### config.mk
export PLATFORM = sky130hd
export DESIGN_NAME = ufib_uart
export DESIGN_NICKNAME = d
export VERILOG_FILES = /design/src/core/ufib_pkg.sv /design/src/core/ufib_uart.sv
export VERILOG_INCLUDE_DIRS = /design/src /design/src/core
export SDC_FILE = /design/constraint.sdc
export NUM_CORES = 1
export LEC_CHECK = 0
export ABC_AREA = 1
export BUFFER_PORTS_ARGS = -buffer_cell sky130_fd_sc_hd__buf_2
export CELL_PAD_IN_SITES_DETAIL_PLACEMENT = 1
export CELL_PAD_IN_SITES_GLOBAL_PLACEMENT = 1
export CORE_ASPECT_RATIO = 2
export CORE_UTILIZATION = 40
export CTS_BUF_LIST = sky130_fd_sc_hd__clkbuf_16
export DETAILED_ROUTE_END_ITERATION = 8
export GPL_TIMING_DRIVEN = 0
export PLACE_DENSITY = 0.68
export SETUP_SLACK_MARGIN = 0.02
export SLEW_MARGIN = 20
export SYNTH_ARGS = -nofsm -noshare
export SYNTH_HDL_FRONTEND = slang
export SYNTH_SLANG_ARGS = --single-unit
### constraint.sdc
create_clock -name hclk -period 3.7 [get_ports hclk]
set_input_delay 0.74 -clock hclk [delete_from_list [all_inputs] [get_ports hclk]]
set_output_delay 0.74 -clock hclk [all_outputs]
set_load 0.05 [all_outputs]
### src/core/ufib_cfg.svh
`ifndef UFIB_CFG_SVH
`define UFIB_CFG_SVH

// Register byte offsets (one 32-bit word each)
`define UFIB_OFF_DATA     8'h00
`define UFIB_OFF_IER      8'h04
`define UFIB_OFF_IIR_FCR  8'h08
`define UFIB_OFF_LCR      8'h0C
`define UFIB_OFF_LSR      8'h14
`define UFIB_OFF_SCR      8'h1C
`define UFIB_OFF_DIV      8'h20
`define UFIB_OFF_ISTAT    8'h24
`define UFIB_OFF_IEN      8'h28
`define UFIB_OFF_ICLR     8'h2C

// Field positions
`define UFIB_IER_RDA      0
`define UFIB_IER_TRANSMIT_HOLDING_EMPTY     1
`define UFIB_IER_RLS      2
`define UFIB_FCR_EN       0
`define UFIB_FCR_RXRST    1
`define UFIB_FCR_TXRST    2
`define UFIB_DIV_HS       15

// Identification codes
`define UFIB_IIR_NONE     4'h1
`define UFIB_IIR_RLS      4'h6
`define UFIB_IIR_RDA      4'h4
`define UFIB_IIR_TO       4'hC
`define UFIB_IIR_TRANSMIT_HOLDING_EMPTY     4'h2

// Reset values
`define UFIB_LSR_RST      8'h60
`define UFIB_DIV_RST      16'h000C

// Timing counts
`define UFIB_TO_CHARS     11'h004
`define UFIB_BASE_BITS    4'h7
`define UFIB_STOP_TICKS   8'h10
`define UFIB_DIV_ZERO     16'h0003

`endif

### src/core/ufib_pkg.sv
package ufib_pkg;

	// One received character with its error flags
	typedef struct packed
	{
		logic       brk;
		logic       ferr;
		logic       perr;
		logic [7:0] data;
	} ufib_rx_entry_t;

	typedef logic [7:0] ufib_byte_t;

endpackage

### src/core/ufib_uart.sv
`include "ufib_cfg.svh"

// Functional notes
// - Trigger level raises receive-data interrupt and code
// - Line status outranks receive data in ident
// - Data ready set on push, cleared when empty
// - Timeout after four idle character times, FIFO nonempty
// - Character times counted on receive baud ticks
// - Pending timeout cleared by one character read
// - Timer restarts on receive or host read
// - Transmit empty interrupt; cleared by write or ident read
// - Empty indication delayed unless two bytes seen
// - FIFO enable change raises transmit interrupt immediately
// - Timeout shares receive priority; empty shares transmit
// - Polled mode per direction by enable bits
// - Error bits in line status as usual
// - Line status bits 5, 6, 7 in polled
// - Polled mode shows no trigger or timeout
// - Divide reference by divisor for 16x clock
// - High-speed divisors select the fast reference while hs_sel is high
// - Zero divides by three; duty per divisor
module ufib_uart
	import ufib_pkg::*;
#(
	parameter int DEPTH = 16
)(
	input  wire logic        hclk,
	input  wire logic        hresetn,
	input  wire logic        hsel,
	input  wire logic [31:0] haddr,
	input  wire logic [1:0]  htrans,
	input  wire logic        hwrite,
	input  wire logic [2:0]  hsize,
	input  wire logic [31:0] hwdata,
	input  wire logic        hready,
	output logic             hreadyout,
	output logic             hresp,
	output logic [31:0]      hrdata,
	input  wire logic        ref_tick,
	input  wire logic        fast_ref_tick,
	input  wire logic        hs_sel,
	output logic             baud_out,
	output logic             baud_tick,
	input  wire logic        rx_valid,
	input  wire logic [7:0]  rx_data,
	input  wire logic        rx_perr,
	input  wire logic        rx_ferr,
	input  wire logic        rx_brk,
	output logic             tx_valid,
	output logic [7:0]       tx_data,
	input  wire logic        tx_ready,
	input  wire logic        tx_shift_empty,
	output logic             irq
);
	localparam int AW = $clog2(DEPTH);
	localparam int CW = AW + 1;

	function automatic logic hit(input logic [7:0] a, input logic [7:0] off);
		return a == off;
	endfunction

	logic           pend_reg;
	logic           pwr_reg;
	logic [7:0]     paddr_reg;
	logic [31:0]    hrdata_reg;
	logic [2:0]     ier_reg;
	logic           fifo_en_reg;
	logic [1:0]     trig_reg;
	logic [7:0]     lcr_reg;
	logic [7:0]     scr_reg;
	logic [15:0]    div_reg;
	logic [3:0]     istat_reg;
	logic [3:0]     ien_reg;
	ufib_rx_entry_t rx_mem [DEPTH];
	logic [AW-1:0]  rx_rd_reg;
	logic [AW-1:0]  rx_wr_reg;
	logic [CW-1:0]  rx_cnt_reg;
	ufib_byte_t     tx_mem [DEPTH];
	logic [AW-1:0]  tx_rd_reg;
	logic [AW-1:0]  tx_wr_reg;
	logic [CW-1:0]  tx_cnt_reg;
	logic           oe_reg;
	logic           pe_reg;
	logic           fe_reg;
	logic           bi_reg;
	logic           transmit_holding_empty_reg;
	logic           had_two_reg;
	logic [7:0]     dly_reg;
	logic           thi_reg;
	logic [10:0]    to_cnt_reg;
	logic           to_pend_reg;
	logic           rda_d_reg;
	logic           ls_d_reg;
	logic           hs_reg;
	logic [15:0]    brg_cnt_reg;
	logic           baud_out_reg;

	// Bus access decode; every transfer takes one wait state
	logic wr, rd, wr_thr, rd_rbr, wr_fcr, rd_iir, rd_lsr, fcr_chg;
	assign wr      = pend_reg && pwr_reg;
	assign rd      = pend_reg && !pwr_reg;
	assign wr_thr  = wr && hit(paddr_reg, `UFIB_OFF_DATA);
	assign rd_rbr  = rd && hit(paddr_reg, `UFIB_OFF_DATA);
	assign wr_fcr  = wr && hit(paddr_reg, `UFIB_OFF_IIR_FCR);
	assign rd_iir  = rd && hit(paddr_reg, `UFIB_OFF_IIR_FCR);
	assign rd_lsr  = rd && hit(paddr_reg, `UFIB_OFF_LSR);
	assign fcr_chg = wr_fcr && (hwdata[`UFIB_FCR_EN] != fifo_en_reg);
	assign hreadyout = !pend_reg;
	assign hresp     = 1'b0;
	assign hrdata    = hrdata_reg;

	// Address phase capture; hsize ignored since only whole words are mapped
	always_ff @(posedge hclk or negedge hresetn)
	begin
		if (!hresetn)
		begin
			pend_reg  <= 1'b0;
			pwr_reg   <= 1'b0;
			paddr_reg <= 8'h00;
		end
		else
		begin
			pend_reg <= hsel && htrans[1] && hready;
			if (hsel && htrans[1] && hready)
			begin
				paddr_reg <= haddr[7:0];
				pwr_reg   <= hwrite;
			end
		end
	end

	// Character length in bits and in 16x ticks, second stop bit included
	logic [3:0]  char_bits;
	logic [7:0]  char_ticks;
	logic [10:0] to_limit;
	logic [7:0]  dly_limit;
	assign char_bits  = `UFIB_BASE_BITS + {2'h0, lcr_reg[1:0]} + {3'h0, lcr_reg[3]}
		+ {3'h0, lcr_reg[2]};
	assign char_ticks = {char_bits, 4'h0};
	assign to_limit   = 11'(char_ticks) * `UFIB_TO_CHARS;
	assign dly_limit  = char_ticks - `UFIB_STOP_TICKS;

	// Receive FIFO; with FIFOs off it behaves as a single holding register
	logic [CW-1:0] cap, trig_lvl;
	logic rx_full, rx_push, rx_pop, rx_flush, tx_flush;
	ufib_rx_entry_t rx_top, next_top;
	assign cap      = fifo_en_reg ? CW'(DEPTH) : CW'(1);
	assign rx_full  = rx_cnt_reg >= cap;
	assign rx_push  = rx_valid && !rx_full;
	assign rx_pop   = rd_rbr && rx_cnt_reg != '0;
	assign rx_flush = fcr_chg || (wr_fcr && hwdata[`UFIB_FCR_RXRST]);
	assign tx_flush = fcr_chg || (wr_fcr && hwdata[`UFIB_FCR_TXRST]);
	assign rx_top   = rx_mem[rx_rd_reg];
	assign next_top = (rx_cnt_reg == '0) ? ufib_rx_entry_t'({rx_brk, rx_ferr, rx_perr, rx_data})
		: rx_mem[rx_rd_reg + AW'(1)];
	assign trig_lvl = (trig_reg == 2'h0) ? CW'(1) : (trig_reg == 2'h1) ? CW'(4)
		: (trig_reg == 2'h2) ? CW'(8) : CW'(14);

	always_ff @(posedge hclk)
	begin
		if (rx_push)
			rx_mem[rx_wr_reg] <= {rx_brk, rx_ferr, rx_perr, rx_data};
		if (wr_thr && tx_cnt_reg < cap)
			tx_mem[tx_wr_reg] <= hwdata[7:0];
	end

	// Receive pointers and fill
	always_ff @(posedge hclk or negedge hresetn)
	begin
		if (!hresetn)
		begin
			rx_rd_reg  <= '0;
			rx_wr_reg  <= '0;
			rx_cnt_reg <= '0;
		end
		else if (rx_flush)
		begin
			rx_rd_reg  <= '0;
			rx_wr_reg  <= '0;
			rx_cnt_reg <= '0;
		end
		else
		begin
			if (rx_push)
				rx_wr_reg <= rx_wr_reg + AW'(1);
			if (rx_pop)
				rx_rd_reg <= rx_rd_reg + AW'(1);
			rx_cnt_reg <= rx_cnt_reg + CW'(rx_push) - CW'(rx_pop);
		end
	end

	// Any error among the held characters, for line status bit 7
	logic fifo_err;
	always_comb
	begin
		fifo_err = 1'b0;
		for (int i = 0; i < DEPTH; i++)
		begin
			if ({1'b0, AW'(i) - rx_rd_reg} < rx_cnt_reg
				&& (rx_mem[i].brk || rx_mem[i].ferr || rx_mem[i].perr))
				fifo_err = 1'b1;
		end
	end

	// Sticky error flags; a new error wins over the clearing read
	logic new_top;
	assign new_top = (rx_push && rx_cnt_reg == '0) || (rx_pop && rx_cnt_reg > CW'(1));
	always_ff @(posedge hclk or negedge hresetn)
	begin
		if (!hresetn)
		begin
			oe_reg <= 1'b0;
			pe_reg <= 1'b0;
			fe_reg <= 1'b0;
			bi_reg <= 1'b0;
		end
		else
		begin
			oe_reg <= (rx_valid && rx_full) || (oe_reg && !rd_lsr);
			pe_reg <= (new_top && next_top.perr) || (pe_reg && !rd_lsr);
			fe_reg <= (new_top && next_top.ferr) || (fe_reg && !rd_lsr);
			bi_reg <= (new_top && next_top.brk) || (bi_reg && !rd_lsr);
		end
	end

	// Transmit FIFO; the shifter drains it through tx_valid and tx_ready
	logic tx_push, tx_pop, tx_empty, transmit_holding_empty_set;
	assign tx_push  = wr_thr && tx_cnt_reg < cap;
	assign tx_pop   = tx_valid && tx_ready;
	assign tx_empty = tx_cnt_reg == '0;
	assign tx_valid = !tx_empty;
	assign tx_data  = tx_mem[tx_rd_reg];

	always_ff @(posedge hclk or negedge hresetn)
	begin
		if (!hresetn)
		begin
			tx_rd_reg  <= '0;
			tx_wr_reg  <= '0;
			tx_cnt_reg <= '0;
		end
		else if (tx_flush)
		begin
			tx_rd_reg  <= '0;
			tx_wr_reg  <= '0;
			tx_cnt_reg <= '0;
		end
		else
		begin
			if (tx_push)
				tx_wr_reg <= tx_wr_reg + AW'(1);
			if (tx_pop)
				tx_rd_reg <= tx_rd_reg + AW'(1);
			tx_cnt_reg <= tx_cnt_reg + CW'(tx_push) - CW'(tx_pop);
		end
	end

	// Empty indication; a lone byte holds it back by one character less a stop bit
	// A FIFO enable change fires even when the indication already stands
	assign transmit_holding_empty_set = fcr_chg || (!transmit_holding_empty_reg && tx_empty && !tx_push
		&& (had_two_reg || dly_reg >= dly_limit));
	always_ff @(posedge hclk or negedge hresetn)
	begin
		if (!hresetn)
		begin
			transmit_holding_empty_reg    <= 1'b1;
			had_two_reg <= 1'b0;
			dly_reg     <= 8'h00;
		end
		else
		begin
			if (tx_push)
				transmit_holding_empty_reg <= 1'b0;
			else if (transmit_holding_empty_set)
				transmit_holding_empty_reg <= 1'b1;
			if (transmit_holding_empty_set)
				had_two_reg <= 1'b0;
			else if (tx_cnt_reg >= CW'(2))
				had_two_reg <= 1'b1;
			if (!tx_empty || transmit_holding_empty_reg)
				dly_reg <= 8'h00;
			else if (baud_tick && dly_reg != 8'hFF)
				dly_reg <= dly_reg + 8'h01;
		end
	end

	// Interrupt conditions and identification, highest priority first
	logic rda_cond, ls_cond, to_set, transmit_holding_empty_cond;
	logic [3:0] iir_id;
	assign ls_cond   = ier_reg[`UFIB_IER_RLS] && (oe_reg || pe_reg || fe_reg || bi_reg);
	assign rda_cond  = ier_reg[`UFIB_IER_RDA]
		&& (fifo_en_reg ? rx_cnt_reg >= trig_lvl : rx_cnt_reg != '0);
	assign transmit_holding_empty_cond = ier_reg[`UFIB_IER_TRANSMIT_HOLDING_EMPTY] && thi_reg;
	always_comb
	begin
		if (ls_cond)
			iir_id = `UFIB_IIR_RLS;
		else if (to_pend_reg && ier_reg[`UFIB_IER_RDA])
			iir_id = `UFIB_IIR_TO;
		else if (rda_cond)
			iir_id = `UFIB_IIR_RDA;
		else if (transmit_holding_empty_cond)
			iir_id = `UFIB_IIR_TRANSMIT_HOLDING_EMPTY;
		else
			iir_id = `UFIB_IIR_NONE;
	end

	// Receive timeout timer on 16x baud ticks; reads and arrivals restart it
	assign to_set = !to_pend_reg && rx_cnt_reg != '0 && to_cnt_reg > to_limit
		&& fifo_en_reg && ier_reg[`UFIB_IER_RDA] && !rx_push && !rx_pop;
	always_ff @(posedge hclk or negedge hresetn)
	begin
		if (!hresetn)
		begin
			to_cnt_reg  <= 11'h000;
			to_pend_reg <= 1'b0;
		end
		else
		begin
			if (rx_push || rx_pop || rx_cnt_reg == '0)
				to_cnt_reg <= 11'h000;
			else if (baud_tick && to_cnt_reg != 11'h7FF)
				to_cnt_reg <= to_cnt_reg + 11'h001;
			if (to_set)
				to_pend_reg <= 1'b1;
			else if (rx_pop || rx_flush || !ier_reg[`UFIB_IER_RDA])
				to_pend_reg <= 1'b0;
		end
	end

	// Transmit interrupt: set on empty or enable change, cleared by data write or ident read
	always_ff @(posedge hclk or negedge hresetn)
	begin
		if (!hresetn)
			thi_reg <= 1'b0;
		else if (transmit_holding_empty_set || (wr && hit(paddr_reg, `UFIB_OFF_IER)
			&& hwdata[`UFIB_IER_TRANSMIT_HOLDING_EMPTY] && !ier_reg[`UFIB_IER_TRANSMIT_HOLDING_EMPTY] && transmit_holding_empty_reg))
			thi_reg <= 1'b1;
		else if (wr_thr || (rd_iir && iir_id == `UFIB_IIR_TRANSMIT_HOLDING_EMPTY))
			thi_reg <= 1'b0;
	end

	// Control registers written by software
	always_ff @(posedge hclk or negedge hresetn)
	begin
		if (!hresetn)
		begin
			ier_reg     <= 3'h0;
			fifo_en_reg <= 1'b0;
			trig_reg    <= 2'h0;
			lcr_reg     <= 8'h00;
			scr_reg     <= 8'h00;
			div_reg     <= `UFIB_DIV_RST;
			ien_reg     <= 4'h0;
		end
		else if (wr)
		begin
			if (hit(paddr_reg, `UFIB_OFF_IER))
				ier_reg <= hwdata[2:0];
			if (wr_fcr)
			begin
				fifo_en_reg <= hwdata[`UFIB_FCR_EN];
				trig_reg    <= hwdata[7:6];
			end
			if (hit(paddr_reg, `UFIB_OFF_LCR))
				lcr_reg <= hwdata[7:0];
			if (hit(paddr_reg, `UFIB_OFF_SCR))
				scr_reg <= hwdata[7:0];
			if (hit(paddr_reg, `UFIB_OFF_DIV))
				div_reg <= hwdata[15:0];
			if (hit(paddr_reg, `UFIB_OFF_IEN))
				ien_reg <= hwdata[3:0];
		end
	end

	// Sticky event bits; an event in the clearing cycle survives
	logic [3:0] ev;
	assign ev = {ls_cond && !ls_d_reg, transmit_holding_empty_set, to_set, rda_cond && !rda_d_reg};
	always_ff @(posedge hclk or negedge hresetn)
	begin
		if (!hresetn)
		begin
			istat_reg <= 4'h0;
			rda_d_reg <= 1'b0;
			ls_d_reg  <= 1'b0;
		end
		else
		begin
			rda_d_reg <= rda_cond;
			ls_d_reg  <= ls_cond;
			if (wr && hit(paddr_reg, `UFIB_OFF_ICLR))
				istat_reg <= (istat_reg & ~hwdata[3:0]) | ev;
			else
				istat_reg <= istat_reg | ev;
		end
	end
	assign irq = |(istat_reg & ien_reg);

	// Line status image and read data capture
	logic [7:0]  lsr_val;
	logic [31:0] rd_val;
	assign lsr_val = {fifo_en_reg && fifo_err, transmit_holding_empty_reg && tx_shift_empty, transmit_holding_empty_reg,
		bi_reg, fe_reg, pe_reg, oe_reg, rx_cnt_reg != '0};
	always_comb
	begin
		rd_val = 32'h0000_0000;
		case (paddr_reg)
			`UFIB_OFF_DATA:    rd_val = {24'h00_0000, rx_top.data};
			`UFIB_OFF_IER:     rd_val = {29'h0000_0000, ier_reg};
			`UFIB_OFF_IIR_FCR: rd_val = {24'h00_0000, {2{fifo_en_reg}}, 2'h0, iir_id};
			`UFIB_OFF_LCR:     rd_val = {24'h00_0000, lcr_reg};
			`UFIB_OFF_LSR:     rd_val = {24'h00_0000, lsr_val};
			`UFIB_OFF_SCR:     rd_val = {24'h00_0000, scr_reg};
			`UFIB_OFF_DIV:     rd_val = {16'h0000, div_reg};
			`UFIB_OFF_ISTAT:   rd_val = {28'h000_0000, istat_reg};
			`UFIB_OFF_IEN:     rd_val = {28'h000_0000, ien_reg};
			default:           rd_val = 32'h0000_0000;
		endcase
	end

	always_ff @(posedge hclk or negedge hresetn)
	begin
		if (!hresetn)
			hrdata_reg <= 32'h0000_0000;
		else if (rd)
			hrdata_reg <= rd_val;
	end

	// Baud divider; the high-speed select and divisor bit 15 together pick the fast reference
	logic        use_fast, src_tick;
	logic [15:0] div_n;
	assign use_fast = hs_reg && div_reg[`UFIB_DIV_HS];
	assign src_tick = use_fast ? fast_ref_tick : ref_tick;
	assign div_n    = use_fast ? {1'b0, div_reg[14:0]} : div_reg;
	logic [15:0] div_eff;
	assign div_eff   = (div_n == 16'h0000) ? `UFIB_DIV_ZERO : div_n;
	assign baud_tick = src_tick && brg_cnt_reg == div_eff - 16'h0001;
	assign baud_out  = baud_out_reg;

	always_ff @(posedge hclk or negedge hresetn)
	begin
		if (!hresetn)
		begin
			hs_reg       <= 1'b0;
			brg_cnt_reg  <= 16'h0000;
			baud_out_reg <= 1'b0;
		end
		else
		begin
			hs_reg <= hs_sel;
			if (wr && hit(paddr_reg, `UFIB_OFF_DIV))
				brg_cnt_reg <= 16'h0000; // Reload avoids a long first count
			else if (baud_tick)
				brg_cnt_reg <= 16'h0000;
			else if (src_tick)
				brg_cnt_reg <= brg_cnt_reg + 16'h0001;
			if (src_tick)
			begin
				if (div_eff == 16'h0001)
					baud_out_reg <= !baud_out_reg;
				else
					baud_out_reg <= !baud_tick && brg_cnt_reg != 16'h0000;
			end
		end
	end

	a_rda_level: assert property (@(posedge hclk) disable iff (!hresetn)
		(fifo_en_reg && ier_reg[0] && rx_cnt_reg >= trig_lvl && !ls_cond && !to_pend_reg)
		|-> iir_id == `UFIB_IIR_RDA) else $error("trigger level not reported");
	a_ls_priority: assert property (@(posedge hclk) disable iff (!hresetn)
		ls_cond |-> iir_id == `UFIB_IIR_RLS) else $error("line status not first");
	a_dr_on_push: assert property (@(posedge hclk) disable iff (!hresetn)
		(rx_push && !rx_flush) |=> lsr_val[0]) else $error("data ready missed");
	a_to_after_idle: assert property (@(posedge hclk) disable iff (!hresetn)
		$rose(to_pend_reg) |-> $past(to_cnt_reg) > $past(to_limit) && rx_cnt_reg != '0)
		else $error("timeout too early");
	a_to_read_clear: assert property (@(posedge hclk) disable iff (!hresetn)
		(to_pend_reg && rx_pop) |=> !to_pend_reg && to_cnt_reg == 11'h000)
		else $error("timeout not cleared by read");
	a_to_restart: assert property (@(posedge hclk) disable iff (!hresetn)
		rx_push |=> to_cnt_reg == 11'h000) else $error("timer not restarted");
	a_transmit_holding_empty_write_clear: assert property (@(posedge hclk) disable iff (!hresetn)
		(wr_thr && !transmit_holding_empty_set) |=> !thi_reg ##1 !transmit_holding_empty_reg || thi_reg)
		else $error("transmit interrupt not cleared");
	a_fcr_immediate: assert property (@(posedge hclk) disable iff (!hresetn)
		(fcr_chg && ier_reg[1]) |=> transmit_holding_empty_reg && thi_reg && iir_id != `UFIB_IIR_NONE)
		else $error("enable change not immediate");
	a_polled_quiet: assert property (@(posedge hclk) disable iff (!hresetn)
		!ier_reg[0] |-> iir_id != `UFIB_IIR_RDA && iir_id != `UFIB_IIR_TO)
		else $error("polled mode shows receive interrupt");

endmodule // ufib_uart

==> results.json <==
{
  "largest_reg_flops": 176,
  "die_w_um": 168,
  "ioPinCount": 137,
  "grt_pass1_vias": 17900,
  "worstMarginPinSlew_ns": 0.980,
  "slew_headroom": 0.346,
  "first_iter_violations": 777,
  "wl_per_cell_um": 23.4,
  "power.leakage_nw": 10.3,
  "status": "finished, final reports clean",
  "syn_area_per_cell_um2": 10.2,
  "cp-startpoint": "tx_rd_reg[1]$_DFFE_PN0P_",
  "ys_seq_area_frac": 0.579,
  "ys.flop_type": "edfxtp_1",
  "clk_path_buf_depth": 3,
  "power-per-cell-area_mw_per_mm2": 640,
  "yosysTopAreaCellShare": 0.414,
  "holdCritPathClass": "in2async",
  "yosysWarnings": 0,
  "dp_hpwl_um": 53700,
  "drt-total-wl_um": 70600,
  "crit_path_end_kind": "output pin",
  "core_area_mm2": 0.0544,
  "cts_tree": "yes",
  "rows": 121,
  "synth_cell_type_count": 59,
  "cp_top_family": "buffers and inverters",
  "syn-instance-count": 2156,
  "rsz0062_at_grt": "false",
  "yosys-top-cells-count": "nand2_1 (339), edfxtp_1 (304), inv_1 (240)",
  "gp_congestion": 0.915,
  "grt_overflow": 0,
  "crit_slowest_cell": "clkbuf_1",
  "start_util": 0.405,
  "grt_pass1_wl_um": 106000,
  "skew_ns": 0.0247,
  "areaGrowthSynthToFinish_pct": 13.9,
  "cap_violations": 0,
  "synth_top_area_cell": "edfxtp_1",
  "setup_viol": 0,
  "fillers": 6078,
  "postRouteAntennaNets": 0,
  "cpPeakStageDelay_ns": 0.57,
  "arrival_ns": 2.78,
  "cts_buffers": 42,
  "cp_num_cells": 8,
  "slew_violations": 0,
  "firstDrtPassIters": 5,
  "holdWs_ns": 0.122,
  "portBuffers": 75,
  "grt_use_total": 0.255,
  "die-area_mm2": 0.0561,
  "die_y_um": 334,
  "fin_setup_tns_ns": 0,
  "syn_area_mm2": 0.0220,
  "synth-seq-cells": 449,
  "power.total_mw": 16.1,
  "reg_top3": "rx_mem: 176 flops, tx_mem: 128 flops",
  "place_area_mm2": 0.0235,
  "crit_chain": "clkbuf_1 > clkbuf_1 > a21oi_1 > o21ai_0 > o211ai_1 > o211ai_1 > nand2_1 > buf_2",
  "r2r_start": "paddr_reg[6]$_DFFE_PN0P_",
  "period_needed_ns": 3.52,
  "nets": 2501,
  "synth-edff-count": 304,
  "synthTopCellsByArea": "edfxtp_1 (41%), dfrtp_1 (16%), nand2_1 (5.8%)",
  "vdd_drop_max_mv": 0.586,
  "grt_antenna_before_repair": 0,
  "htree_levels": 2,
  "path_class": "reg2out",
  "cts.sinks": 449,
  "path_clk_slew_ns": 0.07,
  "crit_fanout": 10,
  "drive_above_1_share": 0.123,
  "hold_viol": 0,
  "worstSkewPairLatency_ns": 0.59,
  "fmax_mhz": 284,
  "reg2regPathDepth": 18,
  "cts_hold_buffers": 0,
  "cts_root_buf": "clkbuf_16",
  "vias": 16600,
  "diodes": 0,
  "grt_start_max_net_pins": 83,
  "post-synth-top-count-cell": "nand2_1",
  "timing.final.crit_share": 0.950,
  "startpoint_type": "flip-flop",
  "regMostFlops": "rx_mem",
  "worstPathRequired_ns": 2.96,
  "fin_area_mm2": 0.0251,
  "drcViolationCount": 0,
  "drt-vias-per-instance": 5.48,
  "synthArstFlopShare": 0.323,
  "critPathBufInv": 3
}
-- worst reg2reg max path, cell delays in order, from the launching register on --
cell and delay, ns:
dfrtp_1 0.36, inv_1 0.09, nand2_1 0.12, nor3_4 0.28, inv_1 0.14, nor2_4 0.15
inv_4 0.11, nor2_4 0.19, inv_1 0.10, nor2_4 0.16, inv_1 0.10, ha_1 0.33
ha_1 0.22, fa_1 0.43, a21oi_1 0.19, nor2_1 0.06, nor2_1 0.12, xnor2_1 0.14
nor2_1 0.07
-- report_power, final --
group / leakage (nW) / internal, mW / total (mW) / switching (mW)
Clock: 0.685 / 2.29 / 4.33 / 2.03
Sequential: 4.39 / 5.78 / 6.13 / 0.354
Combinational: 5.27 / 1.74 / 5.62 / 3.88
Total: 10.3 / 9.80 / 16.1 / 6.27
-- through the flow --
step | setup slack, ns | std cells | utilization
after floorplan | 0.442 | 2172 | -
after global placement | -1.03 | 2923 | 0.429
after detailed placement | -1.13 | 2935 | 0.433
after CTS | 0.0244 | 3014 | 0.460
after global routing | 0.0281 | 3023 | 0.462
final | 0.184 | 3023 | 0.462
-- cell type report --
type                    count  area, um2  share of cell area
repair buffers             99        652              0.0260
flip-flops and latches    449      12800               0.509
well taps                 676        846              0.0337
repair inverters            2       10.0            0.000399
clock buffers              43       1080              0.0429
plain buffers              89        458              0.0182
inverters                 244        943              0.0376
multi-input cells        1387       8080               0.322
clock inverters            34        265              0.0106
-- cells by family after synthesis --
family,Yosys count,synth area share
flip-flops,449,0.579
XOR/XNOR,58,0.0231
other,1,0.000170
AND/OR/NAND/NOR,729,0.145
AO/OA/AOI/OAI,455,0.121
buffers and inverters,336,0.0614
adder cells (fa/ha/maj),96,0.0555
multiplexers,32,0.0145
-- final timing paths --
path	endpoint	slack [ns]
min reg2reg	istat_reg[3]$_DFF_PN0_	0.43
max in group asynchronous	transmit_holding_empty_reg$_DFFE_PN1P_	2.72
max	tx_data[5]	0.18
min	brg_cnt_reg[12]$_DFFE_PN0P_	0.12
min in group hclk	hs_reg$_DFF_PN0_	0.29
max reg2reg	rx_cnt_reg[4]$_DFF_PN0_	0.25
-- per-layer routing --
metal,up-vias,GRT usage,part of all wire
met5,-,0,0
met4,0,0.172,0.072
met3,206,0.0252,0.025
met2,375,0.516,0.57
met1,8277,0.234,0.33
li1,7719,-,-
-- cell usage in the layout (no fill, tap or decap), drive strengths merged, types with 6 or more instances in the layout --
cell type,Yosys,layout
clkinv,2,22
o22ai,56,56
conb,1,17
a21oi,90,90
nor3,22,22
o211ai,39,39
a31oi,14,14
clkbuf,64,103
buf,28,127
nand3,99,99
inv,242,250
nor2,221,221
xor2,39,39
nand4,22,22
mux2i,32,32
nor4,12,12
xnor2,19,19
edfxtp,304,304
clkinvlp,0,6
ha,93,93
o32ai,8,8
dfrtp,142,142
o21bai,9,9
nand2,347,347
o21ai,215,215
-- repair_timing --
item / CTS / global route
setup buffers: 5 / 7
cloned: 0 / 2
pin swaps: 3 / 6
gates resized for setup: 36 / 21
setup endpoints to repair: 157 / 10
(Power assumes the default switching activity.)
